`config.mk`:
```
export PLATFORM = sky130hd
export DESIGN_NAME = cipher_mode_control
export DESIGN_NICKNAME = d
export VERILOG_FILES = /design/src/hdl/cipher_sync_pkg.sv /design/src/hdl/frame_counter.sv /design/src/hdl/ks_bit_mapper.sv /design/src/hdl/cipher_mode_control.sv
export VERILOG_INCLUDE_DIRS = /design/src /design/src/hdl
export SDC_FILE = /design/constraint.sdc
export NUM_CORES = 1
export LEC_CHECK = 0
export ABC_AREA = 0
export BUFFER_PORTS_ARGS = -buffer_cell sky130_fd_sc_hd__buf_2
export CAP_MARGIN = 20
export CORE_AREA = 5 5 140 102
export CTS_CLUSTER_DIAMETER = 30
export DETAILED_ROUTE_END_ITERATION = 10
export DIE_AREA = 0 0 145 107
export PLACE_DENSITY = 0.89
export SLEW_MARGIN = 20
export SYNTH_ARGS = -nofsm -noshare
export SYNTH_HDL_FRONTEND = slang
export SYNTH_SLANG_ARGS = --single-unit
export TNS_END_PERCENT = 30
```
`constraint.sdc`:
```
create_clock -name core_clk -period 5.7 [get_ports core_clk]
set_input_delay 0.285 -clock core_clk [delete_from_list [all_inputs] [get_ports core_clk]]
set_output_delay 0.285 -clock core_clk [all_outputs]
set_load 0.02 [all_outputs]
```
`src/hdl/cipher_sync_cfg.svh`:
```
// timing counts, field positions and reset values for the portable-side cipher control
`ifndef CIPHER_SYNC_CFG_SVH
`define CIPHER_SYNC_CFG_SVH
`define REQ_REPEAT_MAX 3'h5
`define REQ_COUNT_RESET 3'h0
`define KS_SEG_BITS 10'h168
`define KS_FRAME_LAST 10'h2cf
`define KS_INDEX_RESET 10'h000
`define KS_TAIL_END 9'h028
`define KS_B0_END 9'h068
`define KS_B1_START 9'h078
`define KS_B1_END 9'h0b8
`define KS_B2_START 9'h0c8
`define KS_B2_END 9'h108
`define KS_B3_START 9'h118
`define KS_SINGLE_END 9'h158
`define IV_BASIC_PAD 7'h00
`define IV_ADV_PAD 3'h0
`define LBN_TOP 4'hf
`define FRAME_WRAP 4'hf
`define FRAME_RESET 4'h0
`define MULTIFRAME_RESET 24'h000000
`define IV_RESET 35'h000000000
`define KEY_RESET 64'h0000000000000000
`endif

```
`src/hdl/cipher_sync_pkg.sv`:
```
// types shared by the portable-side cipher mode control
package cipher_sync_pkg;
  typedef enum logic [6:0] {
    st_clear = 7'h01,
    st_start_wait = 7'h02,
    st_start_grant = 7'h04,
    st_encrypt = 7'h08,
    st_stop_wait = 7'h10,
    st_stop_grant = 7'h20,
    st_spare = 7'h40
  } mode_state_t;
  typedef enum logic [2:0] {
    mt_none = 3'h0,
    mt_start_request = 3'h1,
    mt_start_confirm = 3'h2,
    mt_start_grant = 3'h3,
    mt_stop_request = 3'h4,
    mt_stop_confirm = 3'h5,
    mt_stop_grant = 3'h6,
    mt_start_reject = 3'h7
  } mt_code_t;
  typedef enum logic [1:0] {
    bf_unprotected = 2'h0,
    bf_single = 2'h1,
    bf_multi = 2'h2
  } b_format_t;
  typedef struct packed {
    logic valid;
    mt_code_t code;
  } mt_msg_t;
  typedef struct packed {
    logic valid;
    logic ks;
    logic data;
  } ks_in_t;
  typedef struct packed {
    logic valid;
    logic data;
    logic downlink;
    logic applied;
  } cipher_out_t;
endpackage

```
`src/hdl/frame_counter.sv`:
```
// shared frame and multiframe numbering, loadable for alignment with the partner
`timescale 1ns/1ps
`include "cipher_sync_cfg.svh"
module frame_counter #(
  parameter int MF_W = 24
) (
  input wire logic core_clk,
  input wire logic reset,
  input wire logic frame_tick,
  input wire logic sync_load,
  input wire logic [3:0] sync_frame,
  input wire logic [MF_W-1:0] sync_multiframe,
  output logic [3:0] frame_number,
  output logic [MF_W-1:0] multiframe_number
);
  wire frame_wrap = (frame_number == `FRAME_WRAP);

  always_ff @(posedge core_clk)
  begin
    if (reset)
    begin
      frame_number <= `FRAME_RESET;
      multiframe_number <= '0;
    end
    else if (sync_load)
    begin
      frame_number <= sync_frame; // RULE_22
      multiframe_number <= sync_multiframe;
    end
    else if (frame_tick)
    begin
      frame_number <= frame_number + 4'h1;
      if (frame_wrap)
        multiframe_number <= multiframe_number + {{(MF_W-1){1'b0}}, 1'b1}; // RULE_27
    end
  end
endmodule

```
`src/hdl/ks_bit_mapper.sv`:
```
// decides which keystream segment bits cipher a field bit
`timescale 1ns/1ps
`include "cipher_sync_cfg.svh"
module ks_bit_mapper
  import cipher_sync_pkg::*;
(
  input wire logic [8:0] seg_index,
  input wire logic tail_control,
  input wire cipher_sync_pkg::b_format_t b_format,
  output logic used
);
  function automatic logic in_span(input logic [8:0] i, input logic [8:0] lo, input logic [8:0] hi);
    in_span = (i >= lo) && (i < hi);
  endfunction

  // tail bits only when the tail carries control data
  wire tail_part = (seg_index < `KS_TAIL_END) & tail_control; // RULE_24
  // crc spans of protected formats fall in the gaps and stay clear
  wire multi_part = in_span(seg_index, `KS_TAIL_END, `KS_B0_END)
    | in_span(seg_index, `KS_B1_START, `KS_B1_END)
    | in_span(seg_index, `KS_B2_START, `KS_B2_END)
    | in_span(seg_index, `KS_B3_START, `KS_SINGLE_END); // RULE_25
  wire single_part = in_span(seg_index, `KS_TAIL_END, `KS_SINGLE_END);
  wire unprot_part = (seg_index >= `KS_TAIL_END);

  assign used = tail_part
    | ((b_format == bf_unprotected) & unprot_part)
    | ((b_format == bf_single) & single_part)
    | ((b_format == bf_multi) & multi_part);
endmodule

```
`src/hdl/cipher_mode_control.sv`:
```
// portable-side over-the-air cipher mode control, init value forming and keystream steering
`timescale 1ns/1ps
`include "cipher_sync_cfg.svh"
// Notes on behaviour
// RULE_01 - both ends begin clear, switch at frames
// RULE_02 - cipher key is 64 bits, bit 0 lsb
// RULE_03 - basic init value: frame, multiframe, zeros
// RULE_04 - advanced adds fifteen minus bearer number
// RULE_05 - reload generator every encrypted frame
// RULE_06 - 720 bits per frame, two halves
// RULE_07 - first half downlink, second half uplink
// RULE_08 - duplex encrypt ciphers both directions
// RULE_09 - switch messages clear, on duplex bearer; only the opening request checks duplex_bearer, repeats and grants do not
// RULE_10 - portable even frames, fixed odd frames
// RULE_11 - only portable side starts mode changes
// RULE_12 - mode covers all bearers, new ones inherit
// RULE_13 - start request next even, five tries
// RULE_14 - confirm reported, else disconnect indicated
// RULE_15 - decrypt from confirm, discard while waiting
// RULE_16 - grant next even, encrypt from grant
// RULE_17 - fixed side confirms in odd frames
// RULE_18 - fixed side disconnects without grant
// RULE_19 - fixed side decrypts from grant frame
// RULE_20 - reject only with default key index
// RULE_21 - stop request, confirm, grant back to clear
// RULE_22 - frame counters aligned on both sides
// RULE_23 - each segment is 360 generator bits
// RULE_24 - tail bits ciphered only for control tails
// RULE_25 - header and check bits never ciphered
// RULE_26 - decrypt uses the same xor mapping
// RULE_27 - multiframe advances on frame wrap
module cipher_mode_control
  import cipher_sync_pkg::*;
#(
  parameter int MF_W = 24
) (
  input wire logic core_clk,
  input wire logic reset,
  input wire logic frame_tick,
  input wire logic sync_load,
  input wire logic [3:0] sync_frame,
  input wire logic [MF_W-1:0] sync_multiframe,
  input wire logic advanced_conn,
  input wire logic [3:0] logical_bearer_number,
  input wire logic duplex_bearer,
  input wire logic [63:0] cipher_key,
  input wire logic cipher_switch_request,
  input wire cipher_sync_pkg::mt_msg_t rx_msg,
  input wire cipher_sync_pkg::ks_in_t ks_in,
  input wire logic tail_control,
  input wire cipher_sync_pkg::b_format_t b_format,
  output cipher_sync_pkg::mt_msg_t tx_msg,
  output logic ksg_load,
  output logic [63:0] ksg_key,
  output logic [34:0] ksg_init_value,
  output logic cipher_switch_confirmation,
  output logic disconnect_indication,
  output logic rx_discard,
  output logic tx_encrypt,
  output logic rx_encrypt,
  output cipher_sync_pkg::cipher_out_t cipher_out
);
  import cipher_sync_pkg::*;

  mode_state_t state;
  logic [3:0] frame_number;
  logic [MF_W-1:0] multiframe_number;
  logic frame_go;
  logic pending;
  logic [2:0] req_count;
  logic [9:0] ks_index;
  logic ks_active;
  logic bit_used;

  frame_counter #(
    .MF_W(MF_W)
  ) u_frame_counter (
    .core_clk(core_clk),
    .reset(reset),
    .frame_tick(frame_tick),
    .sync_load(sync_load),
    .sync_frame(sync_frame),
    .sync_multiframe(sync_multiframe),
    .frame_number(frame_number),
    .multiframe_number(multiframe_number)
  );

  // frame numbering has settled one cycle after the tick
  wire even_frame = ~frame_number[0];
  wire go_even = frame_go & even_frame; // RULE_10
  wire rx_cipher_start_confirm = rx_msg.valid & (rx_msg.code == mt_start_confirm);
  wire rx_cipher_stop_confirm = rx_msg.valid & (rx_msg.code == mt_stop_confirm);
  wire retry_left = (req_count < `REQ_REPEAT_MAX);
  // only this side opens a switch; the bearer must be duplex
  wire begin_switch = go_even & pending & duplex_bearer; // RULE_11 RULE_09
  wire grant_now = go_even & (state == st_start_grant);

  // init value layout
  wire [23:0] mf_field = multiframe_number[23:0];
  wire [3:0] lbn_star = `LBN_TOP - logical_bearer_number; // RULE_04
  wire [34:0] iv_basic = {`IV_BASIC_PAD, mf_field, frame_number}; // RULE_03
  wire [34:0] iv_advanced = {`IV_ADV_PAD, lbn_star, mf_field, frame_number}; // RULE_04
  wire [34:0] iv_now = advanced_conn ? iv_advanced : iv_basic;
  // load speculatively while waiting, so the confirm frame can already be decrypted
  wire need_ks = tx_encrypt | rx_encrypt | grant_now | (state == st_start_wait); // RULE_05

  // keystream position
  wire ks_take = ks_in.valid & ks_active;
  wire uplink_seg = (ks_index >= `KS_SEG_BITS); // RULE_23
  wire [9:0] seg_index_w = uplink_seg ? (ks_index - `KS_SEG_BITS) : ks_index;
  // downlink segment is received here, uplink segment is sent
  wire seg_mode = uplink_seg ? tx_encrypt : rx_encrypt; // RULE_07 RULE_08
  wire apply = bit_used & seg_mode;

  ks_bit_mapper u_ks_bit_mapper (
    .seg_index(seg_index_w[8:0]),
    .tail_control(tail_control),
    .b_format(b_format),
    .used(bit_used)
  );

  always_ff @(posedge core_clk)
  begin
    if (reset)
      frame_go <= 1'b0;
    else
      frame_go <= frame_tick;
  end

  // a request in the consuming cycle survives
  always_ff @(posedge core_clk)
  begin
    if (reset)
      pending <= 1'b0;
    else
      pending <= cipher_switch_request | (pending & ~begin_switch);
  end

  always_ff @(posedge core_clk)
  begin
    if (reset)
    begin
      state <= st_clear; // RULE_01
      req_count <= `REQ_COUNT_RESET;
      tx_msg <= '{valid: 1'b0, code: mt_none};
      tx_encrypt <= 1'b0;
      rx_encrypt <= 1'b0;
      rx_discard <= 1'b0;
      cipher_switch_confirmation <= 1'b0;
      disconnect_indication <= 1'b0;
    end
    else
    begin
      cipher_switch_confirmation <= 1'b0;
      disconnect_indication <= 1'b0;
      if (frame_go)
        tx_msg <= '{valid: 1'b0, code: mt_none};
      case (state)
        st_clear:
          if (begin_switch)
          begin
            tx_msg <= '{valid: 1'b1, code: mt_start_request}; // RULE_13
            req_count <= 3'h1;
            rx_discard <= 1'b1; // RULE_15
            state <= st_start_wait;
          end
        st_start_wait:
          if (rx_cipher_start_confirm)
          begin
            // confirm wins over a coinciding frame edge
            cipher_switch_confirmation <= 1'b1; // RULE_14
            rx_encrypt <= 1'b1; // RULE_15
            rx_discard <= 1'b0;
            state <= st_start_grant;
          end
          else if (go_even && retry_left)
          begin
            tx_msg <= '{valid: 1'b1, code: mt_start_request}; // RULE_13
            req_count <= req_count + 3'h1;
          end
          else if (go_even)
          begin
            disconnect_indication <= 1'b1; // RULE_14
            rx_discard <= 1'b0;
            state <= st_clear;
          end
        st_start_grant:
          if (go_even)
          begin
            tx_msg <= '{valid: 1'b1, code: mt_start_grant}; // RULE_16
            tx_encrypt <= 1'b1; // RULE_16 RULE_12
            state <= st_encrypt;
          end
        st_encrypt:
          if (begin_switch)
          begin
            tx_msg <= '{valid: 1'b1, code: mt_stop_request}; // RULE_21
            req_count <= 3'h1;
            rx_discard <= 1'b1;
            state <= st_stop_wait;
          end
        st_stop_wait:
          if (rx_cipher_stop_confirm)
          begin
            cipher_switch_confirmation <= 1'b1; // RULE_21
            rx_encrypt <= 1'b0;
            rx_discard <= 1'b0;
            state <= st_stop_grant;
          end
          else if (go_even && retry_left)
          begin
            tx_msg <= '{valid: 1'b1, code: mt_stop_request}; // RULE_21
            req_count <= req_count + 3'h1;
          end
          else if (go_even)
          begin
            // connection released, so nothing stays ciphered
            disconnect_indication <= 1'b1;
            rx_discard <= 1'b0;
            tx_encrypt <= 1'b0;
            rx_encrypt <= 1'b0;
            state <= st_clear;
          end
        st_stop_grant:
          if (go_even)
          begin
            tx_msg <= '{valid: 1'b1, code: mt_stop_grant}; // RULE_21
            tx_encrypt <= 1'b0;
            state <= st_clear;
          end
        default:
          state <= st_clear;
      endcase
    end
  end

  // generator reload per encrypted frame
  always_ff @(posedge core_clk)
  begin
    if (reset)
    begin
      ksg_load <= 1'b0;
      ksg_key <= `KEY_RESET;
      ksg_init_value <= `IV_RESET;
    end
    else
    begin
      ksg_load <= frame_go & need_ks; // RULE_05
      if (frame_go & need_ks)
      begin
        ksg_key <= cipher_key; // RULE_02
        ksg_init_value <= iv_now; // RULE_03 RULE_04
      end
    end
  end

  // 720 keystream bits per frame, then idle until the next reload
  always_ff @(posedge core_clk)
  begin
    if (reset)
    begin
      ks_index <= `KS_INDEX_RESET;
      ks_active <= 1'b0;
    end
    else if (frame_go)
    begin
      ks_index <= `KS_INDEX_RESET;
      ks_active <= need_ks;
    end
    else if (ks_take)
    begin
      ks_index <= ks_index + 10'h001;
      if (ks_index == `KS_FRAME_LAST)
        ks_active <= 1'b0; // RULE_06
    end
  end

  // same xor both ways; unused positions pass the data through
  always_ff @(posedge core_clk)
  begin
    if (reset)
      cipher_out <= '0;
    else
    begin
      cipher_out.valid <= ks_take;
      cipher_out.data <= ks_in.data ^ (ks_in.ks & apply); // RULE_26
      cipher_out.downlink <= ~uplink_seg; // RULE_07
      cipher_out.applied <= apply & ks_take;
    end
  end
endmodule

```
==> results.ini, run 1 <==
[yosys]
yosys-top-cells-area = dfxtp_1 (47%), nand2_1 (12%), a21oi_1 (10%)
ys_seq_area_frac = 0.466
yosysTopAreaCellShare = 0.466
synth_top_area_cell = dfxtp_1
synth_area_um2 = 6910
syn_area_per_cell_um2 = 7.85
synthCells = 880
synth-async-reset-ratio = 0
ys_ff_latch = 161
ys_types = 66
yosys_warnings = 0
synthFlopType = dfxtp_1
synth-edff-count = 0

[timing]
setup_viol = 0
clock_skew_ns = 0.0141
rsz0062_at_grt = false
hold_ws_ns = 0.102
fin_crit_sh = 0.576
timing.slew.headroom = 0.321
worstMarginPinSlew_ns = 1.00
fmax_mhz = 305
hold_viol = 0
period_needed_ns = 3.28
drv_slew = 0
setup_tns_ns = 0

[route]
routedWlPerCell_um = 15.2
wl_met3_mm = 1.95
dr_wl_met2_mm = 8.60
detail-route-antenna-nets = 0
via_per_inst = 5.41
highest_layer = met4
first_pass_iters = 5
wirelength_mm = 19.0
route.vias.total = 6752
drc_errors = 0
met1_length_mm = 8.12
drt_iter0_drc = 600

[worst_hold_path]
hold_path.class = in -> reg

[floorplanning]
rows = 35
die_h_um = 107
die_w_um = 145
dieArea_um2 = 15500
coreArea_um2 = 12800
initial_utilization = 0.538
num_io_pins = 226

[grt]
overflow = 0
antenna_found_initial = 0
grt_max_degree = 95
grt_pass1_wl_mm = 30.4
grt_usage = 0.234
grt_pass1_vias = 6298

[power_and_ir_drop]
ir_worst_vdd_mv = 0.243
p_seq_frac = 0.466
pwr_density_cell_nw_per_um2 = 285
p_sw_uw = 573
netSwitchingFraction = 0.231
comb_power_share = 0.045
p_clk_frac = 0.489
power.internal_mw = 1.91
total_leakage_power_nw = 3.71

[clocking]
clkLatencyLatePin_ns = 0.41
ctsResizeCount = 0
cts.path.max_buffers = 2
root_buffer = clkbuf_16
hold_buffers = 0
cts.htree.levels = 4
post_cts_buffers = 0
cts_made_buffers = 17
cts_tree = done
cts.clk_slew.worst_paths_ns = 0.07
numClockSinks = 161

[run]
drv_cap = 0

[layout]
nNetsFinal = 1191
syn2layout_area_growth_pct = 25.8
finalInstanceArea_um2 = 8690
antenna_cells = 0
drive_gt1_frac = 0.250

[critical_path]
cp_max_fo = 58
crit_path_end_kind = flip-flop
cp.required_ns = 6.02
critPathLaunchType = flip-flop
crit_arrival_ns = 3.60
crit_type = reg -> reg

[place]
port_buffers = 222
dpl_cell_area_um2 = 8060
dp_hpwl_mm = 13.2
gp_congestion = 0.923

[status]
status = complete, no violations

==> power by group through the flow <==
stage          Combinational, mW  Clock (mW)  Sequential [mW]
2_1_floorplan             0.0593           0             1.18
3_3_place_gp               0.109           0             1.18
3_5_place_dp               0.110           0             1.18
4_1_cts                    0.111        1.23             1.16
5_1_grt                    0.124        1.28             1.16
6_report                   0.111        1.21             1.16
==> stage by stage <==
stage	total power, mW	std cells	worst slack (ns)	util
after floorplan	1.24	883	2.67	-
after global placement	1.29	1217	2.55	0.628
after detailed placement	1.29	1217	2.46	0.628
after CTS	2.50	1249	2.38	0.677
after global routing	2.56	1249	2.09	0.677
final	2.48	1249	2.42	0.677
==> metal layers <==
layer,track usage,up-vias
met4,0.0665,0
met2,0.373,291
li1,-,3359
met5,0,-
met3,0.0887,27
met1,0.296,3075
==> Yosys cell counts (2+ instances only) <==
cell type,instances
a211oi_1,2
a21oi_1,143
xor2_1,17
and4b_1,4
buf_4,3
o211a_1,2
o211ai_1,2
o21ai_0,17
nor4_1,2
nand2b_1,7
a22oi_1,5
nor2_1,84
a31oi_1,5
ha_1,8
dfxtp_1,161
nand3_1,15
clkbuf_1,44
a211o_1,2
a2bb2oi_1,2
or3_1,9
nand2_1,223
and4_1,4
mux2i_1,8
inv_1,9
nand3b_1,6
a21o_1,5
a311oi_1,3
nor2b_1,4
buf_1,10
o31ai_1,2
nand4b_1,2
nor3_1,6
and3_1,11
xnor2_1,13
nand4_1,7
o21ba_2,2
o21a_1,2
==> cell usage in the layout, fill, tap and decap left out, types with 8 or more instances in the layout <==
cell type  synthesis  layout
a21oi_1          143     143
and3_1            11      11
buf_2              0     221
clkbuf_16          0      17
dfxtp_1          161     161
ha_1               8       8
inv_1              9       9
mux2i_1            8       8
nand2_1          223     223
nand3_1           15      15
nor2_1            84      83
o21ai_0           17      17
or3_1              9       9
xnor2_1           13      13
xor2_1            17      17
==> critical path: stages, from the launching register on <==
cell and delay (ns):
dfxtp_1 0.33, nor3_1 0.35, and4b_1 0.39, nor2b_1 0.31
nor2_1 0.12, nor2_4 0.66, buf_4 0.65, nand3b_1 0.15
a21oi_1 0.18
==> state kept, by name, indices dropped and copies added (netlist names), 3 cells and up <==
name,count
ksg_key,64
ksg_init_value,32
u_frame_counter.multiframe_number,24
ks_index,10
state,7
cipher_out,4
tx_msg,4
u_frame_counter.frame_number,4
req_count,3
==> kinds of logic after synthesis <==
group,after synthesis,share of synthesized area
AOI/OAI and AO/OA,210,0.177
xor gates and xnor gates,30,0.0380
adders and majority gates,8,0.0145
muxes,10,0.0148
DFF,161,0.466
and+or+nand+nor,394,0.251
buffers and inverters,66,0.0375
other,1,0.000543
==> area by class of cell <==
type / instances / area, um^2
fill: 1039 / 4140
multi-input combinational: 656 / 3460
sequential: 161 / 3220
timing repair buffer: 225 / 1140
clock buffer: 18 / 439
tap: 166 / 208
clock inverter: 14 / 193
inverter: 9 / 33.8
==> worst paths after layout <==
check                            from  depth (start not counted)  slack [ns]                              end
max             state[5]$_SDFFE_PP0P_                          8        2.42  ksg_init_value[29]$_SDFFE_PP0P_
min                    cipher_key[13]                          3        0.10         ksg_key[13]$_SDFFE_PP0P_
max reg2reg     state[5]$_SDFFE_PP0P_                          8        2.42  ksg_init_value[29]$_SDFFE_PP0P_
min reg2reg  ksg_key[20]$_SDFFE_PP0P_                          2        0.45         ksg_key[20]$_SDFFE_PP0P_
Power figures use the tool's default switching activity.
==> inputs of run 2 (changes only) <==
CORE_AREA = 5 5 146 106   (was 5 5 140 102)
DIE_AREA = 0 0 151 111   (was 0 0 145 107)
PLACE_DENSITY = 0.83   (was 0.89)
clock period = 3.1 ns   (was 5.7 ns; I/O delays follow)
==> run 2 against run 1 <==
Effect of this change: worst hold slack got worse by 0.095 ns; sequential share of layout area decreased by 3.8 points; flip-flop and latch count unchanged; die area increased by 8.0%; routed wire length increased by 15%; power increased by 83%; critical endpoint is now cipher_out[2]$_SDFF_PP0_; clock skew about the same; critical path type unchanged; sequential power increased by 83%.
==> results.ini, run 2 (synthesis gave the netlist of run 1 again) <==
[layout]
syn2layout_area_growth_pct = 40.0  ; was 25.8%
drive_gt1_frac = 0.237  ; was 0.250
largest_register_ffs = 64  ; unchanged
nNetsFinal = 1288  ; was 1191
reg_top3 = ksg_key x64, ksg_init_value x32, u_frame_counter.multiframe_number x24  ; unchanged
regArea_um2 = 3220  ; unchanged
finalInstanceArea_um2 = 9670  ; was 8690 um^2
fillers = 1063  ; was 1039
mostFrequentLayoutCells = nand2_1 (223), buf_2 (221), dfxtp_1 (161)  ; unchanged
multiInputGateArea_um2 = 3460  ; unchanged
top_register = ksg_key  ; unchanged
final_common_cell = nand2_1  ; unchanged
layoutNonFillerInstCount = 1371  ; was 1249

[route]
route.vias.total = 7255  ; was 6752
drc_errors = 0  ; unchanged
detail-route-antenna-nets = 0  ; unchanged
via_per_inst = 5.29  ; was 5.41
wirelength_mm = 21.7  ; was 19.0 mm
routedWlPerCell_um = 15.9  ; was 15.2 um
first_pass_iters = 5  ; unchanged
drt_iter0_drc = 596  ; was 600

[clocking]
cts_made_buffers = 17  ; unchanged
numClockSinks = 161  ; unchanged
root_buffer = clkbuf_16  ; unchanged
cts_tree = done  ; unchanged
clkLatencyLatePin_ns = 0.42  ; was 0.41 ns
post_cts_buffers = 0  ; unchanged
cts.clk_slew.worst_paths_ns = 0.07  ; about the same
cts.path.max_buffers = 2  ; unchanged
cts.htree.levels = 4  ; unchanged

[critical_path]
worstPathBufferInverterCount = 1  ; unchanged
slowest_stage = or4b_1  ; was nor2_4
cp_top_family = compound AO/OA/AOI/OAI gates  ; was simple AND/OR/NAND/NOR gates
crit_path_end_kind = flip-flop  ; unchanged
cp_max_fo = 7  ; was 58
crit_type = reg -> reg  ; unchanged
cp.required_ns = 3.40  ; was 6.02 ns
critPathLaunchType = flip-flop  ; unchanged
path_cells = inv_1 > ha_1 > or4b_1 > o211a_1 > o32a_4 > o31a_1 > or3_4 > o31ai_2 > mux2_1  ; was nor3_1 > and4b_1 > nor2b_1 > nor2_1 > nor2_4 > buf_4 > nand3b_1 > a21oi_1
crit_arrival_ns = 3.25  ; was 3.60 ns
slowest_delay_ns = 0.47  ; was 0.66 ns

[timing]
fin_crit_sh = 0.952  ; was 0.576
fmax_mhz = 339  ; was 305 MHz
worstMarginPinSlew_ns = 0.756  ; was 1.00 ns
rsz0062_at_grt = false  ; unchanged
clock_skew_ns = 0.0139  ; was 0.0141 ns
setup_viol = 0  ; unchanged
period_needed_ns = 2.95  ; was 3.28 ns
timing.slew.headroom = 0.496  ; was 0.321
hold_viol = 0  ; unchanged
drv_slew = 0  ; unchanged
setup_tns_ns = 0  ; unchanged

[grt]
grt_util_met2 = 0.411  ; was 0.373
grtUsageMet1 = 0.313  ; was 0.296
grt_max_degree = 75  ; was 95
grt.busiest_layer = met2  ; unchanged
grt_pass1_vias = 7062  ; was 6298
grt_use_met3 = 0.101  ; was 0.0887
grt_usage = 0.256  ; was 0.234
antenna_found_initial = 0  ; unchanged
grt_pass1_wl_mm = 34.9  ; was 30.4 mm
overflow = 0  ; unchanged

[power_and_ir_drop]
pwr_density_cell_nw_per_um2 = 471  ; was 285 nW/um^2
power.internal_mw = 3.43  ; was 1.91 mW
p_clk_frac = 0.466  ; was 0.489
total_power_mw = 4.55  ; was 2.48 mW
comb_power_share = 0.068  ; was 0.045
p_seq_frac = 0.466  ; about the same
total_leakage_power_nw = 4.13  ; was 3.71 nW
ir_worst_vdd_mv = 0.351  ; was 0.243 mV
p_sw_mw = 1.12  ; was 573 uW
netSwitchingFraction = 0.247  ; was 0.231

[floorplanning]
die_h_um = 111  ; was 107 um
coreArea_um2 = 13800  ; was 12800 um^2
dieArea_um2 = 16800  ; was 15500 um^2
num_io_pins = 226  ; unchanged
initial_utilization = 0.501  ; was 0.538
rows = 36  ; was 35
die_w_um = 151  ; was 145 um

[place]
dp.cells = 1250  ; was 1217
dpl_cell_area_um2 = 8180  ; was 8060 um^2
gp_congestion = 0.922  ; was 0.923
dp_hpwl_mm = 14.1  ; was 13.2 mm
port_buffers = 222  ; unchanged

[worst_hold_path]
hold_path.class = in -> reg  ; unchanged

[status]
status = complete, no violations  ; unchanged

[run]
drv_cap = 0  ; unchanged

-- run 2: changes by cell type in the layout (fill, tap and decap cells not counted), moves of 3 or more --
cell and change:
dlygate4sd3_1 +88, buf_4 +7, clkinv_4 +3, clkinvlp_4 -3
-- run 2: through the flow --
step,hold slack [ns],utilization,setup WS [ns]
2_1_floorplan,0.272,-,0.0742
3_3_place_gp,0.370,0.594,0.208
3_5_place_dp,0.392,0.594,0.199
4_1_cts,0.000321,0.702,0.163
5_1_grt,0.000260,0.702,0.0348
6_report,0.00716,0.702,0.148
-- run 2: worst min-delay path: cells and delay by family --
kind	cells	cell delay [ns]
AOI/OAI and AO/OA	1	0.05
buffers and inverters	1	0.08
and+or+nand+nor	1	0.09
-- run 2: final timing paths --
path | slack, ns | from | to | cells past startpoint
hold reg to reg | 0.45 | ksg_key[55]$_SDFFE_PP0P_ | ksg_key[55]$_SDFFE_PP0P_ | 2
hold / removal | 0.007 | sync_frame[2] | u_frame_counter.frame_number[2]$_SDFFE_PP0P_ | 3
setup / recovery | 0.15 | ks_index[4]$_SDFFE_PP0P_ | cipher_out[2]$_SDFF_PP0_ | 9
setup reg to reg | 0.15 | ks_index[4]$_SDFFE_PP0P_ | cipher_out[2]$_SDFF_PP0_ | 9
-- run 2: power groups by stage --
stage                     combinational [mW]  clock (mW)  sequential, mW
after CTS                              0.299        2.17            2.12
final                                  0.307        2.12            2.12
after floorplan                        0.109           0            2.16
after global routing                   0.334        2.27            2.13
after detailed placement               0.209           0            2.17
after global placement                 0.206           0            2.17
-- run 2: cell type report --
class,instances,share of cell area
clock inverter,15,0.0189
antenna,1,0.000259
multi-input combinational,656,0.357
sequential,161,0.333
timing repair buffer,322,0.218
clock buffer,17,0.0440
tap,190,0.0246
inverter,9,0.00349
-- run 2: repair_timing --
action,4_1_cts,5_1_grt
endpoints found under the hold margin,88,0
hold buffers,88,0
setup endpoints to repair,0,1
resized for setup,0,1
-- run 2: routing by layer --
layer / share of wire / routed length [um] / up-vias
li1: - / - / 3552
met1: 0.41 / 8920 / 3337
met2: 0.47 / 10100 / 314
met3: 0.10 / 2210 / 52
met4: 0.022 / 485 / 0
met5: 0 / 0 / -
==> inputs of run 3 (changes only) <==
CORE_AREA = 5 5 148 108   (was 5 5 146 106)
DIE_AREA = 0 0 153 113   (was 0 0 151 111)
SYNTH_HIERARCHICAL = 1   (was unset)
==> run 3 against run 2 <==
Effect of this change: synthesized area rose by 3.9%; sequential power is essentially flat; power decreased by 0.54%; final area is 1.9% higher; clock-buffer cell count unchanged; critical path type unchanged; sequential share of layout area down 0.55 points; routed wire length up 1.1%; clock skew down 0.0027 ns; clock power decreased by 2%; largest power group unchanged; combinational power up 5%; die area grew 3.2%; flip-flop and latch count stayed put.
==> results.ini, run 3 <==
[timing]
clock_skew_ns = 0.0111  ; was 0.0139 ns
hold_viol = 0  ; unchanged
setup_viol = 0  ; unchanged
hold_ws_ns = 0.0246  ; was 0.00716 ns
drv_slew = 0  ; unchanged
worstMarginPinSlew_ns = 0.900  ; was 0.756 ns
period_needed_ns = 2.93  ; was 2.95 ns
fin_crit_sh = 0.946  ; was 0.952
fmax_mhz = 341  ; was 339 MHz
setup_tns_ns = 0  ; unchanged
timing.slew.headroom = 0.399  ; was 0.496

[yosys]
yosysTopAreaCellShare = 0.449  ; was 0.466
yosys_warnings = 6  ; was 0
yosys-top-cells-area = dfxtp_1 (45%), mux2i_1 (13%), nor2_1 (7.7%)  ; was dfxtp_1 (47%), nand2_1 (12%), a21oi_1 (10%)
synth_area_um2 = 7180  ; was 6910 um^2
ys_ff_latch = 161  ; unchanged
synthCells = 782  ; was 880
synthFlopType = dfxtp_1  ; unchanged
synth_commonest_cells = dfxtp_1 (161), nor2_1 (147), mux2i_1 (95)  ; was nand2_1 (223), dfxtp_1 (161), a21oi_1 (143)
synth_top_area_cell = dfxtp_1  ; unchanged
syn_area_per_cell_um2 = 9.18  ; was 7.85 um^2
ys_types = 72  ; was 66
synth-edff-count = 0  ; unchanged
synth.most_common_cell = dfxtp_1  ; was nand2_1
ys_seq_area_frac = 0.449  ; was 0.466
synth-async-reset-ratio = 0  ; unchanged

[clocking]
cts.path.max_buffers = 2  ; unchanged
cts_tree = done  ; unchanged
cts.clk_slew.worst_paths_ns = 0.07  ; about the same
cts.htree.levels = 4  ; unchanged
numClockSinks = 161  ; unchanged
cts_made_buffers = 17  ; unchanged
root_buffer = clkbuf_16  ; unchanged
clkLatencyLatePin_ns = 0.41  ; was 0.42 ns

[floorplanning]
rows = 37  ; was 36
dieArea_um2 = 17300  ; was 16800 um^2
die_h_um = 113  ; was 111 um
num_io_pins = 226  ; unchanged
initial_utilization = 0.500  ; was 0.501
die_w_um = 153  ; was 151 um
coreArea_um2 = 14400  ; was 13800 um^2

[route]
first_pass_iters = 6  ; was 5
via_per_inst = 5.48  ; was 5.29
drt_iter0_drc = 516  ; was 596
route.vias.total = 7002  ; was 7255
wirelength_mm = 22.0  ; was 21.7 mm
drc_errors = 0  ; unchanged
detail-route-antenna-nets = 0  ; unchanged
routedWlPerCell_um = 17.2  ; was 15.9 um

[power_and_ir_drop]
total_power_mw = 4.53  ; was 4.55 mW
pwr_density_cell_nw_per_um2 = 459  ; was 471 nW/um^2
netSwitchingFraction = 0.245  ; was 0.247
ir_worst_vdd_mv = 0.336  ; was 0.351 mV
comb_power_share = 0.071  ; was 0.068
total_leakage_power_nw = 4.93  ; was 4.13 nW
p_sw_mw = 1.11  ; was 1.12 mW
p_seq_frac = 0.473  ; was 0.466
p_clk_frac = 0.456  ; was 0.466
power.internal_mw = 3.41  ; was 3.43 mW

[status]
status = complete, no violations  ; unchanged

[grt]
grt_usage = 0.244  ; was 0.256
grt_max_degree = 71  ; was 75
grt_pass1_vias = 6752  ; was 7062
overflow = 0  ; unchanged
antenna_found_initial = 2  ; was 0
grt_pass1_wl_mm = 35.0  ; was 34.9 mm

[critical_path]
crit_path_end_kind = flip-flop  ; unchanged
reg2regPathDepth = 12  ; was 9
crit_type = reg -> reg  ; unchanged
cp.required_ns = 3.40  ; about the same
cp_max_fo = 6  ; was 7
critPathLaunchType = flip-flop  ; unchanged
crit_arrival_ns = 3.24  ; was 3.25 ns

[layout]
nNetsFinal = 1187  ; was 1288
mostFrequentLayoutCells = buf_2 (221), dfxtp_1 (158), nor2_1 (147)  ; was nand2_1 (223), buf_2 (221), dfxtp_1 (161)
layoutNonFillerInstCount = 1277  ; was 1371
reg_top3 = ksg_key x64, ksg_init_value x32, u_frame_counter/multiframe_number x24  ; was ksg_key x64, ksg_init_value x32, u_frame_counter.multiframe_number x24
fillers = 1107  ; was 1063
drive_gt1_frac = 0.274  ; was 0.237
finalInstanceArea_um2 = 9850  ; was 9670 um^2
final_common_cell = buf_2  ; was nand2_1
largest_register_ffs = 64  ; unchanged
top_register = ksg_key  ; unchanged
syn2layout_area_growth_pct = 37.3  ; was 40.0%

[worst_hold_path]
hold_path.class = in -> reg  ; unchanged
hold_path_depth = 3  ; unchanged

[place]
dpl_cell_area_um2 = 8460  ; was 8180 um^2
dp_hpwl_mm = 13.9  ; was 14.1 mm
gp_congestion = 0.900  ; was 0.922
port_buffers = 222  ; unchanged
dp.cells = 1165  ; was 1250

[run]
drv_cap = 0  ; unchanged

==> run 3: changes by cell type in the layout (fill, tap and decap cells not counted), sizes merged, moves of 8 or more <==
cell	delta
mux2i	+87
a21oi	-108
dlygate4sd3	-12
a211oi	+11
nand2	-186
inv	+13
nor3	+8
nor2	+63
==> run 3: worst max-delay path, cell delays in order (launching register included) <==
cell and delay (ns):
dfxtp_2 0.39, nand2_1 0.12, o21bai_1 0.21, a21o_1 0.25, and3b_1 0.23, xor2_2 0.25
and4bb_2 0.26, a31oi_1 0.04, o221a_1 0.25, a221o_1 0.39, nand3_1 0.10, mux2i_1 0.07
mux2_2 0.27
==> run 3: timing repair <==
action / CTS / global route
setup buffers: 0 / 2
endpoints found under the hold margin: 76 / 0
gates resized for setup: 0 / 8
hold buffers: 76 / 0
endpoints found under the setup margin: 0 / 1
==> run 3: metrics by stage <==
| step | worst slack, ns | utilization |
|---|---|---|
| 2_1_floorplan | 0.00976 | - |
| 3_3_place_gp | 0.160 | 0.589 |
| 3_5_place_dp | 0.0640 | 0.589 |
| 4_1_cts | 0.0491 | 0.683 |
| 5_1_grt | -0.0282 | 0.686 |
| 6_report | 0.167 | 0.687 |
==> run 3: final cells by class <==
| cell class | instances | area, um^2 | share of cell area |
|---|---|---|---|
| clock buffers | 17 | 425 | 0.0432 |
| inverters | 20 | 75.1 | 0.00762 |
| diodes | 2 | 5.00 | 0.000508 |
| repair buffers | 314 | 2020 | 0.205 |
| multi-input cells | 553 | 3690 | 0.375 |
| well taps | 195 | 244 | 0.0248 |
| clock inverters | 15 | 164 | 0.0166 |
| flip-flops and latches | 161 | 3230 | 0.328 |
==> run 3: final timing paths <==
path                              startpoint  slack (ns)                                                 end
min                      sync_multiframe[20]        0.02  u_frame_counter/multiframe_number[20]$_SDFFE_PP0P_
max                 ks_index[6]$_SDFFE_PP0P_        0.17                            cipher_out[2]$_SDFF_PP0_
max reg2reg         ks_index[6]$_SDFFE_PP0P_        0.17                            cipher_out[2]$_SDFF_PP0_
min reg2reg  ksg_init_value[28]$_SDFFE_PP0P_        0.45                     ksg_init_value[28]$_SDFFE_PP0P_
==> run 3: power groups by stage <==
stage | Sequential, mW | Clock (mW) | Combinational (mW)
final | 2.14 | 2.07 | 0.321
after floorplan | 2.18 | 0 | 0.133
after detailed placement | 2.19 | 0 | 0.232
after global routing | 2.15 | 2.22 | 0.348
after CTS | 2.14 | 2.12 | 0.310
after global placement | 2.19 | 0 | 0.228
==> run 3: kinds of logic (layout without fill, tap and decap cells) <==
logic type      after synthesis  after routing  share of synthesized area
flops                       161            161                      0.449
other cells                   1              6                   0.000522
simple gates                299            299                      0.208
xor+xnor                     26             26                     0.0317
fa+ha+maj                     7              7                     0.0122
compound gates              119            119                      0.118
buf+inv                      71            366                     0.0427
mux                          98             98                      0.137
==> run 3: routing by layer <==
layer / part of all wire / global-route usage / vias to the layer above / wire, um
met1: 0.43 / 0.309 / 3307 / 9530
li1: - / - / 3342 / -
met5: 0.00059 / 0 / - / 13
met3: 0.069 / 0.0707 / 43 / 1520
met4: 0.023 / 0.0795 / 2 / 511
met2: 0.47 / 0.405 / 308 / 10400
